[src/shared/done_irq_map.svh]
`ifndef DONE_IRQ_MAP_SVH
`define DONE_IRQ_MAP_SVH

// ------------------------------------------------------------
// Register offsets (byte addresses)
// ------------------------------------------------------------
`define OFF_DONE_IRQ_ENABLE 12'h314
`define OFF_TIMED_STREAM_OR_GROUP_MASK 12'h318
`define OFF_PERIODIC_POLL_OR_GROUP_MASK 12'h31C
`define OFF_ASYNC_LIST_OR_GROUP_MASK 12'h320
`define OFF_TIMED_STREAM_AND_GROUP_MASK 12'h324
`define OFF_PERIODIC_POLL_AND_GROUP_MASK 12'h328
`define OFF_ASYNC_LIST_AND_GROUP_MASK 12'h32C
`define OFF_GROUP_STATUS 12'h330

// ------------------------------------------------------------
// Reset values
// ------------------------------------------------------------
`define RST_GROUP_MASK 32'h00000000
`define RST_DONE_IRQ_ENABLE 32'h00000000

// ------------------------------------------------------------
// Field positions
// ------------------------------------------------------------
`define BIT_TIMED_STREAM_DONE_IRQ_ENABLE 9
`define BIT_ASYNC_LIST_DONE_IRQ_ENABLE 8
`define BIT_PERIODIC_POLL_DONE_IRQ_ENABLE 7
`define WRITABLE_DONE_IRQ_ENABLE 32'h00000380
`define WRITABLE_GROUP_MASK 32'hFFFFFFFF
`define STATUS_OR_MET_LSB 0
`define STATUS_AND_MET_LSB 4
`define STATUS_EVENT_LSB 8

// ------------------------------------------------------------
// Bus responses
// ------------------------------------------------------------
`define RESP_OKAY 2'h0
`define RESP_SLVERR 2'h2

`endif

[src/shared/done_irq_pkg.sv]
`default_nettype none
package done_irq_pkg;

  typedef enum logic [0:0] {
    WR_COLLECT = 1'b0,
    WR_RESP = 1'b1
  } wr_state_type;

  typedef enum logic [0:0] {
    RD_IDLE = 1'b0,
    RD_RESP = 1'b1
  } rd_state_type;

  // Schedule index order used for every three-wide vector
  typedef enum logic [1:0] {
    SCHED_TIMED_STREAM = 2'h0,
    SCHED_PERIODIC_POLL = 2'h1,
    SCHED_ASYNC_LIST = 2'h2
  } schedule_type;

endpackage

`default_nettype wire

[src/verilog/mask_reg.sv]
`timescale 1ns/1ns
`default_nettype none

module mask_reg #(
  parameter int WIDTH = 32,
  parameter logic [31:0] RESET_VALUE = 32'h00000000,
  parameter logic [31:0] WRITABLE = 32'hFFFFFFFF
) (
  input wire logic aclk,
  input wire logic aresetn,
  input wire logic clk_en,
  input wire logic wr_en,
  input wire logic [WIDTH-1:0] wdata,
  input wire logic [WIDTH/8-1:0] wstrb,
  output logic [WIDTH-1:0] value_ff
);

  generate
    if (WIDTH != 32) begin : g_bad_width
      $error("mask_reg serves only 32-bit words");
    end
  endgenerate

  logic [WIDTH-1:0] nxt_value_ff;

  // Byte lanes without a strobe keep their old value; fixed bits stay zero
  always_comb begin
    nxt_value_ff = value_ff;
    for (int b = 0; b < WIDTH / 8; b++) begin
      if (wr_en && wstrb[b]) begin
        nxt_value_ff[b*8 +: 8] = wdata[b*8 +: 8] & WRITABLE[b*8 +: 8];
      end
    end
  end

  always_ff @(posedge aclk) begin
    if (!aresetn) begin
      value_ff <= RESET_VALUE[WIDTH-1:0];
    end else if (clk_en) begin
      value_ff <= nxt_value_ff;
    end
  end

endmodule // mask_reg

`default_nettype wire

[src/verilog/group_match.sv]
`timescale 1ns/1ns
`default_nettype none

module group_match #(
  parameter int DESC_COUNT = 32
) (
  input wire logic [DESC_COUNT-1:0] or_mask,
  input wire logic [DESC_COUNT-1:0] and_mask,
  input wire logic [DESC_COUNT-1:0] done_map,
  input wire logic enable,
  output logic or_met,
  output logic and_met,
  output logic event_req
);

  always_comb begin
    // Bit n of either mask looks only at transfer_descriptor n
    // A cleared OR bit drops out, so an all-zero mask never fires
    or_met = |(or_mask & done_map);
    // One AND over every selected descriptor; empty mask defines none
    and_met = (|and_mask) && ((and_mask & done_map) == and_mask);
    // Enable gates both conditions of this schedule
    event_req = enable && (or_met || and_met);
  end

endmodule // group_match

`default_nettype wire

[src/verilog/done_irq_grouping.sv]
`timescale 1ns/1ns
`default_nettype none
`include "done_irq_map.svh"

// Contract
// - Timed stream OR mask at 0x318, reset zero
// - Periodic poll OR mask at 0x31C, reset zero
// - Async list OR mask at 0x320, reset zero
// - Timed stream AND mask at 0x324, reset zero
// - Periodic poll AND mask at 0x328, reset zero
// - Async list AND mask at 0x32C, reset zero
// - OR bit n selects descriptor n
// - Cleared OR bit excludes; zero mask no condition
// - AND bit n selects descriptor n
// - Async AND spans all 32 selected descriptors
// - Enable bits 9, 8, 7 gate each schedule
// - Done flag true means descriptor completed
module done_irq_grouping #(
  parameter int ADDR_WIDTH = 12,
  parameter int DESC_COUNT = 32
) (
  input wire logic aclk,
  input wire logic aresetn,
  input wire logic clk_en,
  input wire logic [ADDR_WIDTH-1:0] awaddr,
  input wire logic [2:0] awprot,
  input wire logic awvalid,
  output logic awready,
  input wire logic [31:0] wdata,
  input wire logic [3:0] wstrb,
  input wire logic wvalid,
  output logic wready,
  output logic [1:0] bresp,
  output logic bvalid,
  input wire logic bready,
  input wire logic [ADDR_WIDTH-1:0] araddr,
  input wire logic [2:0] arprot,
  input wire logic arvalid,
  output logic arready,
  output logic [31:0] rdata,
  output logic [1:0] rresp,
  output logic rvalid,
  input wire logic rready,
  input wire logic [DESC_COUNT-1:0] timed_stream_done_map,
  input wire logic [DESC_COUNT-1:0] periodic_poll_done_map,
  input wire logic [DESC_COUNT-1:0] async_list_done_map,
  output logic timed_stream_done_irq,
  output logic periodic_poll_done_irq,
  output logic async_list_done_irq
);

  // ------------------------------------------------------------
  // Elaboration checks
  // ------------------------------------------------------------
  generate
    if (ADDR_WIDTH < 12 || ADDR_WIDTH > 32) begin : g_bad_addr
      $error("ADDR_WIDTH must lie in 12..32 to reach the register window");
    end
    if (DESC_COUNT != 32) begin : g_bad_count
      $error("DESC_COUNT must match the 32-bit mask registers");
    end
  endgenerate

  // ------------------------------------------------------------
  // Declarations
  // ------------------------------------------------------------
  done_irq_pkg::wr_state_type wr_state_ff;
  done_irq_pkg::wr_state_type nxt_wr_state_ff;
  done_irq_pkg::rd_state_type rd_state_ff;
  done_irq_pkg::rd_state_type nxt_rd_state_ff;

  logic aw_held_ff;
  logic nxt_aw_held_ff;
  logic w_held_ff;
  logic nxt_w_held_ff;
  logic [ADDR_WIDTH-1:0] waddr_ff;
  logic [ADDR_WIDTH-1:0] nxt_waddr_ff;
  logic [31:0] wdata_ff;
  logic [31:0] nxt_wdata_ff;
  logic [3:0] wstrb_ff;
  logic [3:0] nxt_wstrb_ff;
  logic awready_ff;
  logic nxt_awready_ff;
  logic wready_ff;
  logic nxt_wready_ff;
  logic bvalid_ff;
  logic nxt_bvalid_ff;
  logic [1:0] bresp_ff;
  logic [1:0] nxt_bresp_ff;
  logic arready_ff;
  logic nxt_arready_ff;
  logic rvalid_ff;
  logic nxt_rvalid_ff;
  logic [31:0] rdata_ff;
  logic [31:0] nxt_rdata_ff;
  logic [1:0] rresp_ff;
  logic [1:0] nxt_rresp_ff;
  logic [2:0] irq_ff;
  logic [2:0] nxt_irq_ff;

  logic do_write;
  logic [6:0] reg_wr_en;
  logic wr_hit;
  logic rd_hit;
  logic [31:0] rd_value;

  logic [31:0] enable_reg;
  logic [31:0] ts_or_mask;
  logic [31:0] pp_or_mask;
  logic [31:0] al_or_mask;
  logic [31:0] ts_and_mask;
  logic [31:0] pp_and_mask;
  logic [31:0] al_and_mask;

  logic [2:0] or_met;
  logic [2:0] and_met;
  logic [2:0] event_req;
  logic [2:0] sched_enable;

  // ------------------------------------------------------------
  // Write channel: address and data taken in either order
  // ------------------------------------------------------------
  always_comb begin
    nxt_wr_state_ff = wr_state_ff;
    nxt_aw_held_ff = aw_held_ff;
    nxt_w_held_ff = w_held_ff;
    nxt_waddr_ff = waddr_ff;
    nxt_wdata_ff = wdata_ff;
    nxt_wstrb_ff = wstrb_ff;
    nxt_bvalid_ff = bvalid_ff;
    nxt_bresp_ff = bresp_ff;
    do_write = 1'b0;
    case (wr_state_ff)
      done_irq_pkg::WR_COLLECT: begin
        if (awvalid && awready_ff) begin
          nxt_aw_held_ff = 1'b1;
          nxt_waddr_ff = awaddr;
        end
        if (wvalid && wready_ff) begin
          nxt_w_held_ff = 1'b1;
          nxt_wdata_ff = wdata;
          nxt_wstrb_ff = wstrb;
        end
        if (aw_held_ff && w_held_ff) begin
          do_write = 1'b1;
          nxt_aw_held_ff = 1'b0;
          nxt_w_held_ff = 1'b0;
          nxt_bvalid_ff = 1'b1;
          nxt_bresp_ff = wr_hit ? `RESP_OKAY : `RESP_SLVERR;
          nxt_wr_state_ff = done_irq_pkg::WR_RESP;
        end
      end
      done_irq_pkg::WR_RESP: begin
        if (bready) begin
          nxt_bvalid_ff = 1'b0;
          nxt_bresp_ff = `RESP_OKAY;
          nxt_wr_state_ff = done_irq_pkg::WR_COLLECT;
        end
      end
      default: begin
        nxt_wr_state_ff = done_irq_pkg::WR_COLLECT;
        nxt_bvalid_ff = 1'b0;
      end
    endcase
    // Ready drops once a half is held so a second item cannot overwrite it
    nxt_awready_ff = !nxt_aw_held_ff && (nxt_wr_state_ff == done_irq_pkg::WR_COLLECT);
    nxt_wready_ff = !nxt_w_held_ff && (nxt_wr_state_ff == done_irq_pkg::WR_COLLECT);
  end

  // ------------------------------------------------------------
  // Write decode
  // ------------------------------------------------------------
  always_comb begin
    reg_wr_en = 7'h00;
    wr_hit = 1'b1;
    case (waddr_ff)
      ADDR_WIDTH'(`OFF_DONE_IRQ_ENABLE): reg_wr_en[6] = do_write;
      ADDR_WIDTH'(`OFF_TIMED_STREAM_OR_GROUP_MASK): reg_wr_en[0] = do_write;
      ADDR_WIDTH'(`OFF_PERIODIC_POLL_OR_GROUP_MASK): reg_wr_en[1] = do_write;
      ADDR_WIDTH'(`OFF_ASYNC_LIST_OR_GROUP_MASK): reg_wr_en[2] = do_write;
      ADDR_WIDTH'(`OFF_TIMED_STREAM_AND_GROUP_MASK): reg_wr_en[3] = do_write;
      ADDR_WIDTH'(`OFF_PERIODIC_POLL_AND_GROUP_MASK): reg_wr_en[4] = do_write;
      ADDR_WIDTH'(`OFF_ASYNC_LIST_AND_GROUP_MASK): reg_wr_en[5] = do_write;
      // Status is read-only: a write there is refused like a hole
      default: wr_hit = 1'b0;
    endcase
  end

  // ------------------------------------------------------------
  // Register storage
  // ------------------------------------------------------------
  mask_reg #(
    .WIDTH(32),
    .RESET_VALUE(`RST_DONE_IRQ_ENABLE),
    .WRITABLE(`WRITABLE_DONE_IRQ_ENABLE)
  ) u_enable_reg (
    .aclk(aclk),
    .aresetn(aresetn),
    .clk_en(clk_en),
    .wr_en(reg_wr_en[6]),
    .wdata(wdata_ff),
    .wstrb(wstrb_ff),
    .value_ff(enable_reg)
  );

  mask_reg #(.WIDTH(32), .RESET_VALUE(`RST_GROUP_MASK), .WRITABLE(`WRITABLE_GROUP_MASK))
  u_ts_or (.aclk(aclk), .aresetn(aresetn), .clk_en(clk_en), .wr_en(reg_wr_en[0]),
    .wdata(wdata_ff), .wstrb(wstrb_ff), .value_ff(ts_or_mask));

  mask_reg #(.WIDTH(32), .RESET_VALUE(`RST_GROUP_MASK), .WRITABLE(`WRITABLE_GROUP_MASK))
  u_pp_or (.aclk(aclk), .aresetn(aresetn), .clk_en(clk_en), .wr_en(reg_wr_en[1]),
    .wdata(wdata_ff), .wstrb(wstrb_ff), .value_ff(pp_or_mask));

  mask_reg #(.WIDTH(32), .RESET_VALUE(`RST_GROUP_MASK), .WRITABLE(`WRITABLE_GROUP_MASK))
  u_al_or (.aclk(aclk), .aresetn(aresetn), .clk_en(clk_en), .wr_en(reg_wr_en[2]),
    .wdata(wdata_ff), .wstrb(wstrb_ff), .value_ff(al_or_mask));

  mask_reg #(.WIDTH(32), .RESET_VALUE(`RST_GROUP_MASK), .WRITABLE(`WRITABLE_GROUP_MASK))
  u_ts_and (.aclk(aclk), .aresetn(aresetn), .clk_en(clk_en), .wr_en(reg_wr_en[3]),
    .wdata(wdata_ff), .wstrb(wstrb_ff), .value_ff(ts_and_mask));

  mask_reg #(.WIDTH(32), .RESET_VALUE(`RST_GROUP_MASK), .WRITABLE(`WRITABLE_GROUP_MASK))
  u_pp_and (.aclk(aclk), .aresetn(aresetn), .clk_en(clk_en), .wr_en(reg_wr_en[4]),
    .wdata(wdata_ff), .wstrb(wstrb_ff), .value_ff(pp_and_mask));

  mask_reg #(.WIDTH(32), .RESET_VALUE(`RST_GROUP_MASK), .WRITABLE(`WRITABLE_GROUP_MASK))
  u_al_and (.aclk(aclk), .aresetn(aresetn), .clk_en(clk_en), .wr_en(reg_wr_en[5]),
    .wdata(wdata_ff), .wstrb(wstrb_ff), .value_ff(al_and_mask));

  // ------------------------------------------------------------
  // Grouping per schedule
  // ------------------------------------------------------------
  always_comb begin
    sched_enable[done_irq_pkg::SCHED_TIMED_STREAM] =
      enable_reg[`BIT_TIMED_STREAM_DONE_IRQ_ENABLE];
    sched_enable[done_irq_pkg::SCHED_PERIODIC_POLL] =
      enable_reg[`BIT_PERIODIC_POLL_DONE_IRQ_ENABLE];
    sched_enable[done_irq_pkg::SCHED_ASYNC_LIST] =
      enable_reg[`BIT_ASYNC_LIST_DONE_IRQ_ENABLE];
  end

  // Done maps arrive as levels already reflecting each descriptor's done flag
  group_match #(.DESC_COUNT(DESC_COUNT)) u_ts_match (
    .or_mask(ts_or_mask),
    .and_mask(ts_and_mask),
    .done_map(timed_stream_done_map),
    .enable(sched_enable[0]),
    .or_met(or_met[0]),
    .and_met(and_met[0]),
    .event_req(event_req[0])
  );

  group_match #(.DESC_COUNT(DESC_COUNT)) u_pp_match (
    .or_mask(pp_or_mask),
    .and_mask(pp_and_mask),
    .done_map(periodic_poll_done_map),
    .enable(sched_enable[1]),
    .or_met(or_met[1]),
    .and_met(and_met[1]),
    .event_req(event_req[1])
  );

  group_match #(.DESC_COUNT(DESC_COUNT)) u_al_match (
    .or_mask(al_or_mask),
    .and_mask(al_and_mask),
    .done_map(async_list_done_map),
    .enable(sched_enable[2]),
    .or_met(or_met[2]),
    .and_met(and_met[2]),
    .event_req(event_req[2])
  );

  // Level follows the condition; clearing a done flag or mask drops it
  always_comb begin
    nxt_irq_ff = event_req;
  end

  // ------------------------------------------------------------
  // Read channel
  // ------------------------------------------------------------
  always_comb begin
    rd_hit = 1'b1;
    rd_value = 32'h00000000;
    case (araddr)
      ADDR_WIDTH'(`OFF_DONE_IRQ_ENABLE): rd_value = enable_reg;
      ADDR_WIDTH'(`OFF_TIMED_STREAM_OR_GROUP_MASK): rd_value = ts_or_mask;
      ADDR_WIDTH'(`OFF_PERIODIC_POLL_OR_GROUP_MASK): rd_value = pp_or_mask;
      ADDR_WIDTH'(`OFF_ASYNC_LIST_OR_GROUP_MASK): rd_value = al_or_mask;
      ADDR_WIDTH'(`OFF_TIMED_STREAM_AND_GROUP_MASK): rd_value = ts_and_mask;
      ADDR_WIDTH'(`OFF_PERIODIC_POLL_AND_GROUP_MASK): rd_value = pp_and_mask;
      ADDR_WIDTH'(`OFF_ASYNC_LIST_AND_GROUP_MASK): rd_value = al_and_mask;
      ADDR_WIDTH'(`OFF_GROUP_STATUS): begin
        rd_value[`STATUS_OR_MET_LSB +: 3] = or_met;
        rd_value[`STATUS_AND_MET_LSB +: 3] = and_met;
        rd_value[`STATUS_EVENT_LSB +: 3] = irq_ff;
      end
      default: rd_hit = 1'b0;
    endcase
  end

  always_comb begin
    nxt_rd_state_ff = rd_state_ff;
    nxt_arready_ff = arready_ff;
    nxt_rvalid_ff = rvalid_ff;
    nxt_rdata_ff = rdata_ff;
    nxt_rresp_ff = rresp_ff;
    case (rd_state_ff)
      done_irq_pkg::RD_IDLE: begin
        // Ready comes up one cycle after reset so no beat is taken during it
        nxt_arready_ff = 1'b1;
        if (arvalid && arready_ff) begin
          nxt_arready_ff = 1'b0;
          nxt_rvalid_ff = 1'b1;
          nxt_rdata_ff = rd_value;
          nxt_rresp_ff = rd_hit ? `RESP_OKAY : `RESP_SLVERR;
          nxt_rd_state_ff = done_irq_pkg::RD_RESP;
        end
      end
      done_irq_pkg::RD_RESP: begin
        if (rready) begin
          nxt_arready_ff = 1'b1;
          nxt_rvalid_ff = 1'b0;
          nxt_rdata_ff = 32'h00000000;
          nxt_rresp_ff = `RESP_OKAY;
          nxt_rd_state_ff = done_irq_pkg::RD_IDLE;
        end
      end
      default: begin
        nxt_rd_state_ff = done_irq_pkg::RD_IDLE;
        nxt_arready_ff = 1'b1;
        nxt_rvalid_ff = 1'b0;
      end
    endcase
  end

  // ------------------------------------------------------------
  // State registers
  // ------------------------------------------------------------
  always_ff @(posedge aclk) begin
    if (!aresetn) begin
      wr_state_ff <= done_irq_pkg::WR_COLLECT;
      aw_held_ff <= 1'b0;
      w_held_ff <= 1'b0;
      waddr_ff <= '0;
      wdata_ff <= 32'h00000000;
      wstrb_ff <= 4'h0;
      awready_ff <= 1'b0;
      wready_ff <= 1'b0;
      bvalid_ff <= 1'b0;
      bresp_ff <= `RESP_OKAY;
      rd_state_ff <= done_irq_pkg::RD_IDLE;
      arready_ff <= 1'b0;
      rvalid_ff <= 1'b0;
      rdata_ff <= 32'h00000000;
      rresp_ff <= `RESP_OKAY;
      irq_ff <= 3'h0;
    end else if (clk_en) begin
      wr_state_ff <= nxt_wr_state_ff;
      aw_held_ff <= nxt_aw_held_ff;
      w_held_ff <= nxt_w_held_ff;
      waddr_ff <= nxt_waddr_ff;
      wdata_ff <= nxt_wdata_ff;
      wstrb_ff <= nxt_wstrb_ff;
      awready_ff <= nxt_awready_ff;
      wready_ff <= nxt_wready_ff;
      bvalid_ff <= nxt_bvalid_ff;
      bresp_ff <= nxt_bresp_ff;
      rd_state_ff <= nxt_rd_state_ff;
      arready_ff <= nxt_arready_ff;
      rvalid_ff <= nxt_rvalid_ff;
      rdata_ff <= nxt_rdata_ff;
      rresp_ff <= nxt_rresp_ff;
      irq_ff <= nxt_irq_ff;
    end
  end

  // ------------------------------------------------------------
  // Outputs
  // ------------------------------------------------------------
  assign awready = awready_ff;
  assign wready = wready_ff;
  assign bvalid = bvalid_ff;
  assign bresp = bresp_ff;
  assign arready = arready_ff;
  assign rvalid = rvalid_ff;
  assign rdata = rdata_ff;
  assign rresp = rresp_ff;
  assign timed_stream_done_irq = irq_ff[0];
  assign periodic_poll_done_irq = irq_ff[1];
  assign async_list_done_irq = irq_ff[2];

endmodule // done_irq_grouping

`default_nettype wire

[config.mk]
export PLATFORM = sky130hd
export DESIGN_NAME = done_irq_grouping
export DESIGN_NICKNAME = d
export VERILOG_FILES = /design/src/shared/done_irq_pkg.sv /design/src/verilog/mask_reg.sv /design/src/verilog/group_match.sv /design/src/verilog/done_irq_grouping.sv
export VERILOG_INCLUDE_DIRS = /design/src /design/src/shared
export SDC_FILE = /design/constraint.sdc
export NUM_CORES = 1
export LEC_CHECK = 0
export ABC_CLOCK_PERIOD_IN_PS = 4700
export BUFFER_PORTS_ARGS = -buffer_cell sky130_fd_sc_hd__buf_4
export CAP_MARGIN = 20
export CORE_MARGIN = 8
export CORE_UTILIZATION = 39
export CTS_BUF_LIST = sky130_fd_sc_hd__clkbuf_2
export CTS_CLUSTER_DIAMETER = 50
export DETAILED_ROUTE_END_ITERATION = 16
export GPL_TIMING_DRIVEN = 0
export SETUP_SLACK_MARGIN = 0.02
export SYNTH_ARGS = -nofsm -noshare
export SYNTH_HDL_FRONTEND = slang
export SYNTH_SLANG_ARGS = --single-unit
[constraint.sdc]
create_clock -name aclk -period 4.7 [get_ports aclk]
set_clock_uncertainty 0.2 [all_clocks]
set_input_delay 0.94 -clock aclk [delete_from_list [all_inputs] [get_ports aclk]]
set_output_delay 0.94 -clock aclk [all_outputs]
set_load 0.01 [all_outputs]
# After elaboration in Yosys (flattened, before gate mapping)
# Cells that the tools add are included.
# word_totals
output_inout_bits	44
wordCells	203
ff_bits	291
in_bits	170
# op_classes
mux	48
n_bitwise	9
n_reduce_logical	82
eq_ne	22
# ops
cell	n
32-bit AND	6
32-bit OR reduction	6
12-bit by 10-bit == test with 1-bit output (second input constant)	15
21-bit one-hot mux with 6 select lines	1
32-bit == test	3
32-bit 2-to-1 mux	2
32-bit one-hot mux with 2 select lines	1
2-bit AND reduction	27
3-bit one-hot mux with 7 select lines	2
1-bit logical AND	38
1-bit 2-to-1 mux	26
3-bit one-hot mux with 8 select lines	1
2-bit 2-to-1 mux	6
3-bit AND reduction	4
1-bit one-hot mux with 2 select lines	5
2-bit inequality test (second input constant)	4
2-bit one-hot mux with 2 select lines	2
8-bit OR reduction	1
1-bit one-hot mux with 7 select lines	1
7-bit OR reduction	1
1-bit one-hot mux with 6 select lines	1
1-bit logical OR	3
1-bit NOT	3
1-bit zero test	2

# Depth between registers and ports, before layout
# logic_depth
ltp_word	6
mapped_depth	8
depth_no_buf	5

# By module
# From an unflattened synthesis, not the netlist that was laid out.
# hier_totals
hier_cells	1790
hier_area_um2	15223.4
# modules_own_cells
module	cells_per_inst	seq_area_each_um2	n_inst	area_each_um2
mask_reg at u_al_and ...	143	640.6	6	1323.8
done_irq_grouping	651	1881.8	1	5381.4
group_match	79	0.0	3	516.7
mask_reg at u_enable_reg	44	60.1	1	349.1

# Worst setup path before layout
# No wires, ideal clock.
# synth_timing
path_kind	input port to flip-flop
start	input araddr[11]
end	register rdata_ff[2], in the netlist rdata[2]
path_slack_ns	1.814
required_ns	4.409
cell_stages	6
setup_time_ns	0.091
n_path_buf	2
t_arrival_ns	2.595
path_cell_list	or4_1 buf_2 nor4_4 buf_6 a22oi_1 a311oi_1
# synth_via
elab_chain_len	4
word_cells_on_any_way	10
cone_classes	eq/ne: 7; mux: 3
# synth_rtl
item	line_no	text
from (decl)	done_irq_grouping.sv:36	input wire logic [ADDR_WIDTH-1:0] araddr,
12-bit by 10-bit == test with 1-bit output	done_irq_grouping.sv:284	case (araddr)
3-bit one-hot mux with 7 select lines *	done_irq_grouping.sv:284	
32-bit 2-to-1 mux *	done_irq_grouping.sv:311	if (arvalid && arready_ff) begin
32-bit one-hot mux with 2 select lines *	done_irq_grouping.sv:307	case (rd_state_ff)
to (signal assigned)	done_irq_grouping.sv:371	rdata_ff <= nxt_rdata_ff;
to (decl)	done_irq_grouping.sv:94	logic [31:0] rdata_ff;
# Mark *: on every way between the ends. The rest lies on a longest branch, timed or not. The select of a mux whose other input is x is not followed.
# A chain may end at the register's enable or synchronous reset.

# Worst setup path after layout
# layout_timing
start	register waddr_ff[11]
end	register u_pp_and.value_ff[23]
# layout_via
elab_chain_len	4
# layout_rtl
item	line_no	text
from (decl)	done_irq_grouping.sv:76	logic [ADDR_WIDTH-1:0] waddr_ff;
from (signal assigned)	done_irq_grouping.sv:361	waddr_ff <= nxt_waddr_ff;
12-bit by 10-bit == test with 1-bit output	done_irq_grouping.sv:176	case (waddr_ff)
1-bit 2-to-1 mux	done_irq_grouping.sv:176	
1-bit logical AND	mask_reg.sv:30	if (wr_en && wstrb[b]) begin
2-bit AND reduction (no line)	n/a	
to (signal assigned)	mask_reg.sv:38	value_ff <= RESET_VALUE[WIDTH-1:0];
to (signal assigned)	mask_reg.sv:40	value_ff <= nxt_value_ff;
to (decl)	mask_reg.sv:15	output logic [WIDTH-1:0] value_ff
# No other way between the ends.

==> run metrics <==
Routed Antenna Nets=0; clock slew seen by the registers of the worst setup and hold paths=0.10 ns; RSZ-0062 raised after global routing=false; outcome=complete, no violations; Vias=14690; ranking of synthesized cells by area=dfxtp_1, nand3_1, o21ai_0; met2 Resource Use GR=52.05%; CTS tree=yes; drt drc=0; htree depth=3; row cnt=67; r2r setup slk=1.45 ns; Routed WL=70630 um; Setup WS pre-CTS=0.8878 ns; vias in the first global route=14370; Synth top area share=43.56%; Design Power=4.597 mW; final core occ=49.41%; Crit. End Element=register; post-route setup slack=1.452 ns; Max VDD drop=0.1614 mV; number of synthesized flops with an enable pin=0; Avg Inst Size Synth=8.497 um2; Die W=200.5 um; CTS Root Cell=clkbuf_2; Synth Flop Type=dfxtp_1; Async S/R FF share, synth=0%; Lkg Pwr=6.484 nW; io pins=214; Max clock buf depth=3; Area growth, synth to finish=24.76%; Final Hold Vio Count=0; initial cell density of the core=39.61%; CP Launch Type=register; grt ovf=0; grt met3 use=8.924%; worst r2r src=waddr_ff[11]; core area=33530 um2; CP arrival=3.89 ns; Reg2Reg Depth=6; DP Wirelength=56740 um; Mapped Cells=1563; Wirelength per Cell=29.50 um; max cap viols=0; Worst R2R End=u_pp_and.value_ff[23]; nets=2071; full die area=40220 um2; global routing usage on met1=43.20%; max frequency=307.9 MHz; post-route setup TNS=0 ns; DRT iter0 DRCs=1801; TritonCTS Sinks=289; largest net degree at the start of global routing=12; final worst path period share=69.11%; CP Class=register to register; Worst slew margin=17.21%; sequential-to-total area share from yosys stat=43.56%; Synth Cell Area=13280 um2; I/O Buffers=204; post-CTS sizing=0; crit path to=u_pp_and.value_ff[23]; setup violators final=0; Worst Max-Slew Pin Slew=1.230 ns; Power Density=277.4 nW/um2; Top Usage Layer GRT=met2; area leader, netlist=dfxtp_1; Critical Path RT=5.34 ns; Vias/cell=6.135; RD Place Congestion=1.006; pins over their slew limit=0; Synth cell types=66; clk_lat worst skew=0.98 ns; flops & latches, synth=289; total CTS buffers=79; die height=200.5 um; warnings from Yosys=0; initial antenna violation count=6; min-delay worst type=input pin to register; worst setup path start=waddr_ff[11]; First-pass DRT Iterations=6; Max FO, Critical Path=10; Tmin final=3.248 ns; share of cells above drive strength 1=20.96%; GRT Util Overall=33.88%; global-route wire length before repair=100800 um
==> critical path, stage by stage (launching register included) <==
cell	delay (ns)
dfxtp_1	0.32
or4_4	0.56
nor4b_4	0.66
nand4b_1	0.65
clkbuf_1	0.47
nand3_1	0.17
o21ai_0	0.08
==> power breakdown <==
group          internal (mW)  switching, mW
combinational          0.161          0.221
sequential              2.46        0.00758
clock                  0.676           1.07
total                   3.30           1.30
==> flip-flops by register name, summed over array words and instances, names as in the netlist, 3 cells and up <==
name / cells
irq_ff: 3
rdata: 32
u_al_and.value_ff: 32
u_al_or.value_ff: 32
u_enable_reg.value_ff: 3
u_pp_and.value_ff: 32
u_pp_or.value_ff: 32
u_ts_and.value_ff: 32
u_ts_or.value_ff: 32
waddr_ff: 12
wdata_ff: 32
wstrb_ff: 4
==> through the flow <==
| stage | hold WS [ns] | cells | area (um2) |
|---|---|---|---|
| after floorplan | 0.2317 | 1564 | 13290 |
| after global placement | 0.2372 | 2216 | 15380 |
| after detailed placement | 0.2405 | 2218 | 15420 |
| after CTS | 0.05424 | 2388 | 16540 |
| after global routing | 0.1175 | 2392 | 16560 |
| final | 0.1162 | 2394 | 16570 |
==> worst min path at each step <==
stage	from	end	slack (ns)	cells past startpoint
floorplan	wstrb_ff[0]	wstrb_ff[0]	0.23	2
global placement	rdata[16]	rdata[16]	0.24	1
detailed placement	rdata[24]	rdata[24]	0.24	1
CTS	rready	rd_state_ff	0.05	4
global route	rready	rd_state_ff	0.12	4
finish	rready	rd_state_ff	0.12	4
==> repair_timing <==
| action | CTS | global route |
|---|---|---|
| endpoints found under the hold margin | 48 | 0 |
| buffers inserted | 0 | 0 |
| endpoints found under the setup margin | 0 | 0 |
| hold buffers | 48 | 0 |
==> layer usage <==
| metal | vias to the layer above | share of wire (%) |
|---|---|---|
| met4 | 2 | 5.1 |
| met1 | 7067 | 41 |
| met3 | 178 | 9.8 |
| li1 | 6549 | - |
| met5 | - | 0.013 |
| met2 | 891 | 44 |
==> area by class of cell <==
cell class                 instances  area, um2
fill                            3361      16960
multi-input combinational       1126       6822
sequential                       289       5786
timing repair buffer             256       2057
tap                              448      560.5
clock buffer                     111      555.5
buffer                           109      550.5
inverter                          40      150.1
clock inverter                    11      78.83
antenna                            4      10.01
==> logic make-up (layout without fill, tap and decap cells) <==
kind of cell | count (synthesis) | count (layout) | share of synthesized area [%]
other | 1 | 6 | 0.02823
multiplexers | 14 | 14 | 1.168
flip-flops | 289 | 289 | 43.56
XOR/XNOR | 1 | 1 | 0.06596
buffers and inverters | 149 | 527 | 5.276
AND/OR/NAND/NOR | 610 | 610 | 26.28
AO/OA/AOI/OAI | 499 | 499 | 23.62
==> cells in the final DEF, fill, tap and decap left out, drive strengths merged, types with 3 or more instances in the layout <==
| master | netlist | routed |
|---|---|---|
| inv | 38 | 40 |
| nand3b | 8 | 8 |
| a32o | 3 | 3 |
| dlygate4sd3 | 0 | 48 |
| a22oi | 86 | 86 |
| mux2 | 12 | 12 |
| clkbuf | 59 | 171 |
| o22ai | 13 | 13 |
| a222oi | 16 | 16 |
| a32oi | 7 | 7 |
| o2111ai | 8 | 8 |
| nor2b | 41 | 41 |
| clkinv | 2 | 10 |
| nand4b | 15 | 15 |
| a31oi | 6 | 6 |
| nand4 | 39 | 39 |
| and3 | 3 | 3 |
| a2111oi | 12 | 12 |
| nand2 | 163 | 163 |
| or4 | 5 | 5 |
| a21oi | 79 | 79 |
| a21o | 14 | 14 |
| diode | 0 | 4 |
| a22o | 29 | 29 |
| o21ai | 212 | 212 |
| dfxtp | 289 | 289 |
| nor2 | 30 | 30 |
| or2 | 4 | 4 |
| buf | 50 | 257 |
| nand3 | 207 | 207 |
| and2 | 8 | 8 |
| nor4 | 36 | 36 |
| nand2b | 30 | 30 |
| nor3 | 11 | 11 |
==> synth_stat cells (8+ instances only) <==
master and n:
mux2_2 12, buf_1 16, dfxtp_1 289, nor2_1 28, nor4_1 33, a2111oi_0 12, buf_2 17, nand3_1 207
nor2b_1 41, a21o_1 14, nand4_4 10, nor3_1 10, nand4_1 29, nand2b_1 30, nand4b_4 8, o2111ai_1 8
a21oi_1 79, clkbuf_1 59, and2_1 8, o22ai_1 13, a22o_1 29, nand2_1 163, o21ai_0 198, inv_1 38
o21ai_1 14, buf_6 15, nand3b_1 8, a22oi_1 86, a222oi_1 16
No activity file was read; power rests on OpenSTA's default activity.
